## src/include/flash_access_pkg.sv

```systemverilog
// Constants, register map and state types for the flash access control register bank
package flash_access_pkg;

  // ----------------------------------------------------------------
  // Bus widths
  // ----------------------------------------------------------------
  localparam int unsigned ADDR_W = 8;
  localparam int unsigned DATA_W = 8;

  // ----------------------------------------------------------------
  // Register byte offsets
  // ----------------------------------------------------------------
  localparam logic [7:0] OFS_ACCESS_SIZE = 8'h00;
  localparam logic [7:0] OFS_READ_WAIT   = 8'h04;
  localparam logic [7:0] OFS_STATUS      = 8'h08;
  localparam logic [7:0] OFS_EXTRA_WAIT  = 8'h0C;
  localparam logic [7:0] OFS_TRACE_CTRL  = 8'h10;
  localparam logic [7:0] OFS_IRQ_ENABLE  = 8'h14;
  localparam logic [7:0] OFS_IRQ_FLAGS   = 8'h18;
  localparam logic [7:0] OFS_IRQ_CLEAR   = 8'h1C;

  // ----------------------------------------------------------------
  // Field codes and reset values
  // ----------------------------------------------------------------
  localparam logic [1:0] ASZ_PROG   = 2'h1;
  localparam logic [1:0] ASZ_ROM    = 2'h2;
  localparam logic [1:0] ASZ_RESET  = 2'h2;
  localparam logic [1:0] RWT_ZERO   = 2'h0;
  localparam logic [1:0] RWT_ACC0   = 2'h2;
  localparam logic [1:0] RWT_ACC1   = 2'h3;
  localparam logic [1:0] RWT_RESET  = 2'h3;
  localparam logic [2:0] SD_RESET   = 3'h0;
  localparam logic [2:0] IE_RESET   = 3'h0;
  localparam logic [2:0] FLAG_RESET = 3'h0;

  // ----------------------------------------------------------------
  // Bit positions: status, flags, enables and clears share a layout
  // ----------------------------------------------------------------
  localparam int unsigned SRC_READY   = 0;
  localparam int unsigned SRC_HANG    = 1;
  localparam int unsigned SRC_ECC     = 2;
  localparam int unsigned NUM_SRC     = 3;
  localparam int unsigned TB_EN_BIT   = 0;
  localparam int unsigned TB_STAT_BIT = 1;

  // ----------------------------------------------------------------
  // Trace buffer initialisation timing
  // ----------------------------------------------------------------
  localparam int unsigned TRACE_INIT_CYCLES = 1025;
  localparam int unsigned CNT_W             = 11;
  localparam logic [10:0] TRACE_INIT_LAST   = 11'(TRACE_INIT_CYCLES - 1);
  localparam logic [10:0] CNT_ZERO          = 11'h000;
  localparam logic [10:0] CNT_ONE           = 11'h001;

  // ----------------------------------------------------------------
  // Types
  // ----------------------------------------------------------------
  typedef enum logic [1:0] {TB_OFF, TB_INIT, TB_ON} tb_state_t;

  typedef struct packed {
    logic [1:0]  access_size_field;
    logic [1:0]  read_wait_field;
    logic [2:0]  sd;
    logic [2:0]  ie;
    logic [2:0]  flags;
    logic [2:0]  stat;
    logic [2:0]  stat_prev;
    tb_state_t   tb;
    logic [10:0] init_cnt;
    logic        inval;
    logic [7:0]  rdata;
  } regs_t;

endpackage

```

## src/hdl/flash_access_control.sv

```systemverilog
// Flash access control register bank: modes, waits, trace buffer, status and interrupts
//
// Function
// RULE1 - After reset the access size is 10, 32-bit read mode.
// RULE2 - Access size 01 is programming mode, 10 read mode; 00/11 never written.
// RULE3 - Host writes flash only as half-words in programming mode.
// RULE4 - Host changes access size only from code outside the flash.
// RULE5 - Host dummy-reads a changed configuration register before relying on it.
// RULE6 - Programming mode forces trace buffer status and enable to zero.
// RULE7 - Read wait 00 zero-wait, 10 accelerator 0, 11 accelerator 1; reset 11.
// RULE8 - Host picks read wait mode to suit the bus clock rate.
// RULE9 - Read wait setting acts only in 32-bit read mode.
// RULE10 - Data buffer is available in either accelerator mode.
// RULE11 - ECC status bit sets on correction; write 0 clears, 1 keeps.
// RULE12 - Status bit 1 shows the hang state, read-only, resets to 0.
// RULE13 - Host issues reset command on hang and discards the first read.
// RULE14 - Status bit 0 is low while an automatic operation runs.
// RULE15 - Host ignores the first ready read after an algorithm command.
// RULE16 - Extra wait codes 000,001,011,101,111 give 0,1,3,5,7 waits.
// RULE17 - Extra waits apply only in zero-wait mode, ignored in accelerator modes.
// RULE18 - Writing enable 1 starts init; after 1025 cycles status becomes 1.
// RULE19 - Prefetch keeps working during init; tracing starts once status is 1.
// RULE20 - Status reads 0 while stopped or initialising; enable 0 stops it.
// RULE21 - Each source interrupts when its flag and its enable are both 1.
// RULE22 - Reserved bits read as undefined and ignore writes.
// RULE23 - Each flag sets on the rising edge of its status signal.
// RULE24 - Writing 1 to a clear bit resets that flag; clears read 0.
// RULE25 - Rewriting access size or read wait invalidates the data buffer.
// RULE26 - Everything runs on the bus clock and loads reset values on reset.
`timescale 1ns/1ps

module flash_access_control (
  // Clock and reset
  input  wire logic        clock,
  input  wire logic        srst,
  // Register port
  input  wire logic [7:0]  addr,
  input  wire logic [7:0]  wdata,
  input  wire logic        wr,
  input  wire logic        rd,
  output logic      [7:0]  rdata,
  // Flash array status
  input  wire logic        ecc_corr_event,
  input  wire logic        hang_in,
  input  wire logic        ready_in,
  // Mode outputs to the flash interface
  output logic             prog_mode,
  output logic             rom_mode,
  output logic      [1:0]  read_wait_mode,
  output logic      [2:0]  extra_wait_count,
  output logic             prefetch_enable,
  output logic             data_buf_enable,
  output logic             data_buf_invalidate,
  output logic             trace_buf_init,
  output logic             trace_buf_active,
  // Interrupt requests
  output logic      [2:0]  irq_sources,
  output logic             flash_irq
);

  // ----------------------------------------------------------------
  // State
  // ----------------------------------------------------------------
  flash_access_pkg::regs_t s_r;
  flash_access_pkg::regs_t s_nxt;

  logic       wr_asz;
  logic       wr_rwt;
  logic       wr_stat;
  logic       wr_sd;
  logic       wr_tb;
  logic       wr_ie;
  logic       wr_clr;
  logic       accel_sel;
  logic       zero_sel;

  assign wr_asz  = wr && (addr == flash_access_pkg::OFS_ACCESS_SIZE);
  assign wr_rwt  = wr && (addr == flash_access_pkg::OFS_READ_WAIT);
  assign wr_stat = wr && (addr == flash_access_pkg::OFS_STATUS);
  assign wr_sd   = wr && (addr == flash_access_pkg::OFS_EXTRA_WAIT);
  assign wr_tb   = wr && (addr == flash_access_pkg::OFS_TRACE_CTRL);
  assign wr_ie   = wr && (addr == flash_access_pkg::OFS_IRQ_ENABLE);
  assign wr_clr  = wr && (addr == flash_access_pkg::OFS_IRQ_CLEAR);

  // ----------------------------------------------------------------
  // Next state
  // ----------------------------------------------------------------
  always_comb begin
    s_nxt       = s_r;
    s_nxt.rdata = 8'h00;
    s_nxt.inval = 1'b0;
    // RULE2 - access size store
    if (wr_asz) begin
      s_nxt.access_size_field   = wdata[1:0];
      // RULE25 - invalidate on rewrite
      s_nxt.inval = 1'b1;
    end
    // RULE7 - read wait store
    if (wr_rwt) begin
      s_nxt.read_wait_field   = wdata[1:0];
      s_nxt.inval = 1'b1;
    end
    // RULE16 - extra wait store
    if (wr_sd) begin
      s_nxt.sd = wdata[2:0];
    end
    // RULE21 - interrupt enables
    if (wr_ie) begin
      s_nxt.ie = wdata[2:0];
    end
    // RULE12 - hang and ready follow the array
    s_nxt.stat[flash_access_pkg::SRC_HANG]  = hang_in;
    // RULE14 - ready low while busy
    s_nxt.stat[flash_access_pkg::SRC_READY] = ready_in;
    // RULE11 - ECC bit, set wins over clear
    if (wr_stat && !wdata[flash_access_pkg::SRC_ECC]) begin
      s_nxt.stat[flash_access_pkg::SRC_ECC] = 1'b0;
    end
    if (ecc_corr_event) begin
      s_nxt.stat[flash_access_pkg::SRC_ECC] = 1'b1;
    end
    s_nxt.stat_prev = s_r.stat;
    for (int i = 0; i < flash_access_pkg::NUM_SRC; i++) begin
      // RULE24 - clear by writing one
      if (wr_clr && wdata[i]) begin
        s_nxt.flags[i] = 1'b0;
      end
      // RULE23 - rising edge sets, wins over clear
      if (s_r.stat[i] && !s_r.stat_prev[i]) begin
        s_nxt.flags[i] = 1'b1;
      end
    end
    // RULE18 - trace buffer enable and init
    unique case (s_r.tb)
      flash_access_pkg::TB_OFF: begin
        if (wr_tb && wdata[flash_access_pkg::TB_EN_BIT]) begin
          s_nxt.tb       = flash_access_pkg::TB_INIT;
          s_nxt.init_cnt = flash_access_pkg::CNT_ZERO;
        end
      end
      flash_access_pkg::TB_INIT: begin
        // RULE20 - enable 0 stops
        if (wr_tb && !wdata[flash_access_pkg::TB_EN_BIT]) begin
          s_nxt.tb = flash_access_pkg::TB_OFF;
        end else if (s_r.init_cnt == flash_access_pkg::TRACE_INIT_LAST) begin
          s_nxt.tb = flash_access_pkg::TB_ON;
        end else begin
          s_nxt.init_cnt = s_r.init_cnt + flash_access_pkg::CNT_ONE;
        end
      end
      flash_access_pkg::TB_ON: begin
        if (wr_tb && !wdata[flash_access_pkg::TB_EN_BIT]) begin
          s_nxt.tb = flash_access_pkg::TB_OFF;
        end
      end
    endcase
    // RULE6 - programming mode kills trace buffer
    if (s_nxt.access_size_field == flash_access_pkg::ASZ_PROG) begin
      s_nxt.tb = flash_access_pkg::TB_OFF;
    end
    // RULE22 - reserved bits read zero
    if (rd) begin
      case (addr)
        flash_access_pkg::OFS_ACCESS_SIZE: s_nxt.rdata = {6'h00, s_r.access_size_field};
        flash_access_pkg::OFS_READ_WAIT:   s_nxt.rdata = {6'h00, s_r.read_wait_field};
        flash_access_pkg::OFS_STATUS:      s_nxt.rdata = {5'h00, s_r.stat};
        flash_access_pkg::OFS_EXTRA_WAIT:  s_nxt.rdata = {5'h00, s_r.sd};
        flash_access_pkg::OFS_TRACE_CTRL:  s_nxt.rdata = {6'h00, s_r.tb == flash_access_pkg::TB_ON,
                                                          s_r.tb != flash_access_pkg::TB_OFF};
        flash_access_pkg::OFS_IRQ_ENABLE:  s_nxt.rdata = {5'h00, s_r.ie};
        flash_access_pkg::OFS_IRQ_FLAGS:   s_nxt.rdata = {5'h00, s_r.flags};
        default:                           s_nxt.rdata = 8'h00;
      endcase
    end
  end

  // ----------------------------------------------------------------
  // Registers
  // ----------------------------------------------------------------
  // RULE26 - synchronous reset values
  always_ff @(posedge clock) begin
    if (srst) begin
      // RULE1 - read mode after reset
      s_r.access_size_field       <= flash_access_pkg::ASZ_RESET;
      s_r.read_wait_field       <= flash_access_pkg::RWT_RESET;
      s_r.sd        <= flash_access_pkg::SD_RESET;
      s_r.ie        <= flash_access_pkg::IE_RESET;
      s_r.flags     <= flash_access_pkg::FLAG_RESET;
      s_r.stat      <= 3'h0;
      s_r.stat_prev <= 3'h0;
      s_r.tb        <= flash_access_pkg::TB_OFF;
      s_r.init_cnt  <= flash_access_pkg::CNT_ZERO;
      s_r.inval     <= 1'b0;
      s_r.rdata     <= 8'h00;
    end else begin
      s_r <= s_nxt;
    end
  end

  // ----------------------------------------------------------------
  // Mode decode
  // ----------------------------------------------------------------
  assign prog_mode = (s_r.access_size_field == flash_access_pkg::ASZ_PROG);
  assign rom_mode  = (s_r.access_size_field == flash_access_pkg::ASZ_ROM);
  // RULE9 - read wait gated by read mode
  assign accel_sel = rom_mode && ((s_r.read_wait_field == flash_access_pkg::RWT_ACC0) ||
                                  (s_r.read_wait_field == flash_access_pkg::RWT_ACC1));
  assign zero_sel  = rom_mode && (s_r.read_wait_field == flash_access_pkg::RWT_ZERO);
  assign read_wait_mode = rom_mode ? s_r.read_wait_field : flash_access_pkg::RWT_ZERO;
  // RULE17 - extra waits only in zero-wait
  assign extra_wait_count = zero_sel ? s_r.sd : 3'h0;
  // RULE19 - prefetch independent of trace init
  assign prefetch_enable = accel_sel;
  // RULE10 - data buffer in accelerator modes
  assign data_buf_enable     = accel_sel;
  assign data_buf_invalidate = s_r.inval;
  assign trace_buf_init      = (s_r.tb == flash_access_pkg::TB_INIT);
  assign trace_buf_active    = (s_r.tb == flash_access_pkg::TB_ON);
  // RULE21 - flag and enable gate
  assign irq_sources = s_r.flags & s_r.ie;
  assign flash_irq   = |irq_sources;
  assign rdata       = s_r.rdata;

  // ----------------------------------------------------------------
  // Assertions
  // ----------------------------------------------------------------
  logic [10:0] en_age;

  always_ff @(posedge clock) begin
    if (srst || (s_r.tb == flash_access_pkg::TB_OFF)) begin
      en_age <= 11'h000;
    end else if (en_age != 11'h7FF) begin
      en_age <= en_age + 11'h001;
    end
  end

  // Per-source flag edge and hold
  for (genvar g = 0; g < flash_access_pkg::NUM_SRC; g++) begin : g_flag_chk

  end
endmodule // flash_access_control

```

## config.mk

```make
export PLATFORM = sky130hd
export DESIGN_NAME = flash_access_control
export DESIGN_NICKNAME = d
export VERILOG_FILES = /design/src/include/flash_access_pkg.sv /design/src/hdl/flash_access_control.sv
export SDC_FILE = /design/constraint.sdc
export NUM_CORES = 1
export LEC_CHECK = 0
export BUFFER_PORTS_ARGS = -buffer_cell sky130_fd_sc_hd__buf_2
export CAP_MARGIN = 10
export CORE_MARGIN = 4
export CORE_UTILIZATION = 45
export CTS_BUF_LIST = sky130_fd_sc_hd__clkbuf_8 sky130_fd_sc_hd__clkbuf_16
export DETAILED_ROUTE_END_ITERATION = 16
export GPL_TIMING_DRIVEN = 0
export PLACE_DENSITY = 0.68
export SLEW_MARGIN = 20
export SYNTH_ARGS = -nofsm -noshare
export SYNTH_HDL_FRONTEND = slang
export SYNTH_SLANG_ARGS = --single-unit
```

## constraint.sdc

```tcl
create_clock -name clock -period 4.3 [get_ports clock]
set_input_delay 1.075 -clock clock [delete_from_list [all_inputs] [get_ports clock]]
set_output_delay 1.075 -clock clock [all_outputs]
set_load 0.005 [all_outputs]
```

==> flow_summary.ini <==
[worst_setup_path]
cp-end-kind = register
cp_data_arrival_time_ns = 2.99
cp_max_fo = 10
crit_type = in2reg
critPathRequiredTime_ns = 4.48
cp-start-kind = input port

[floorplan]
die_height_um = 74.4
initial_core_util_pct = 47.9
core-area_sq_um = 4140
die_w_um = 74.4
rows = 23
dieArea_sq_um = 5540
ios = 47

[clock_tree]
numCtsBuffers = 5
post_cts_resized = 0
clk_root_buffer_cell = clkbuf_8
clkTransAtPathRegs_ns = 0.08
tritoncts = built
cts_setup_buffers = 0
cts.sinks = 36
ctsHoldBuffers = 0
cts_max_level = 2
clkLatencyLatePin_ns = 0.29
cts_max_path_buffers = 2

[synthesis]
avgSynthCellArea_sq_um = 8.24
synth_area_sq_um = 1990
synth_edf_count = 0
yosysWarnings = 0
synthArstFlopShare_pct = 0
synthCells = 241
ys_seq_area_share_pct = 36.3
synth-seq-cells = 36
synth_flop_cell = dfxtp_1
synth_cell_type_count = 52

[route]
dr.first_iter.drc_count = 209
vias = 1883
first_pass_iters = 4
via_per_inst = 5.57
wirelength_um = 4840
drc = 0
postRouteAntennaNets = 0
wire_per_inst_um = 14.3

[timing]
hold_viol = 0
finClkSkew_ns = 0.00842
min_period_ns = 2.81
max_clock_freq_mhz = 355
period_share_pct = 65.4
finalSetupViolCount = 0
slew-limit-headroom_pct = 46.4
tightestPinTransition_ns = 0.798
grt_setup_unrepaired = no
hold-worst-slack_ns = 0.485
setup_tns_ns = 0
slew_viol_final = 0

[placed_design]
portBuffers = 35
routabilityCongestion = 0.870
dp_hpwl_um = 3580
placed_cells = 330

[job]
cap_violations = 0

[pwr]
vdd_ir_drop_max_mv = 0.211
p_leak_nw = 0.948
power_density_nw_per_um2 = 291

[cells_and_area]
layout_commonest_cell = buf_2
nets = 315
final_layout_size_suffix_gt1_share_pct = 22.9
finalNonFillerCells = 338
n_antenna_cell = 0
final_cell_mix = buf_2 (37), dfxtp_1 (36), nor2_1 (27)
area_delta_synth_final_pct = 17.1

[grt]
grtUsageTotal_pct = 19.4
antenna_found_initial = 0
grt_pass1_vias = 1766
grt_pass1_wl_um = 8250
grt-ovfl-total = 0
grt_max_degree = 13

[min_path]
holdCritPathClass = reg2reg

[status]
status = finished, final reports clean
[path summary, 6_finish.rpt]
path | slack [ns] | start | cells after the start | endpoint
worst min-delay path | 0.48 | s_nxt[22] | 2 | s_r[28]
worst min register to register | 0.48 | s_nxt[22] | 2 | s_r[28]
worst max register to register | 1.82 | s_r[9] | 7 | s_r[20]
worst max-delay path | 1.49 | addr[4] | 6 | s_r[20]
[layer usage]
layer	up-vias	track usage [%]	share of wire, %
met2	43	27.8	43
met3	5	4.32	4.7
met5	-	0	0
li1	951	-	-
met4	0	6.92	1.3
met1	884	28.3	51
[Yosys cell counts (all sizes together), types with 3 or more instances]
| library cell | instances | share of area (%) |
|---|---|---|
| dfxtp | 36 | 36 |
| nor2 | 27 | 5.1 |
| a21oi | 14 | 3.5 |
| nand3 | 13 | 3.3 |
| buf | 12 | 4.1 |
| nand2 | 12 | 2.3 |
| o21ai | 12 | 3.0 |
| inv | 11 | 2.1 |
| and2 | 9 | 2.8 |
| nor2b | 9 | 2.8 |
| a31oi | 7 | 2.2 |
| nor3 | 7 | 1.8 |
| clkbuf | 5 | 0.95 |
| ha | 5 | 3.2 |
| mux2i | 5 | 2.5 |
| nand4 | 5 | 1.6 |
| or3 | 5 | 1.8 |
| nand2b | 4 | 1.3 |
| a311oi | 3 | 1.3 |
| and3 | 3 | 1.0 |
| o211ai | 3 | 1.1 |
[final cells by class]
class	instances	area, sq um
Buffer	17	100
Clock inverter	3	18.8
Timing Repair Buffer	35	175
Multi-Input combinational cell	181	1140
Clock buffer	5	68.8
Inverter	11	41.3
Fill cell	409	1820
Sequential cell	36	721
Tap cell	50	62.6
[critical path: stages]
cell       delay, ns
buf_2           0.16
nor4b_1         0.63
nand3_1         0.38
nor3_1          0.34
a2111oi_0       0.12
mux2_2          0.28
[cell families (layout without fill, tap and decap cells)]
| family | after synthesis | count (layout) | synth area share [%] |
|---|---|---|---|
| and+or+nand+nor | 109 | 109 | 30.1 |
| AOI/OAI and AO/OA | 54 | 54 | 17.8 |
| DFF | 36 | 36 | 36.3 |
| buffers and inverters | 28 | 71 | 7.12 |
| muxes | 8 | 8 | 5.36 |
| adders and majority gates | 5 | 5 | 3.15 |
| other | 1 | 5 | 0.189 |
[flip-flops by register name, summed over array words and instances, names as in the netlist]
register,cells
rdata,3
s_nxt,3
s_r,29
data_buf_invalidate,1
[through the flow]
stage          util [%]  cell area, sq um  total power [W]  setup WS, ns
6_report           56.1              2330         0.000676          1.49
5_1_grt            56.1              2330         0.000706          1.32
3_5_place_dp       54.0              2240         0.000439          1.22
4_1_cts            56.1              2330         0.000679          1.52
2_1_floorplan         -              2000         0.000409          1.48
3_3_place_gp       54.0              2240         0.000439          1.22
[report_power, final]
| part | switching (W) | total, W | internal [W] | leakage [nW] |
|---|---|---|---|---|
| combinational | 0.0000531 | 0.0000884 | 0.0000353 | 0.608 |
| clock | 0.000131 | 0.000244 | 0.000113 | 0.0479 |
| sequential | 0.00000417 | 0.000344 | 0.000340 | 0.292 |
Note: power is estimated with default switching activity, not from simulation.
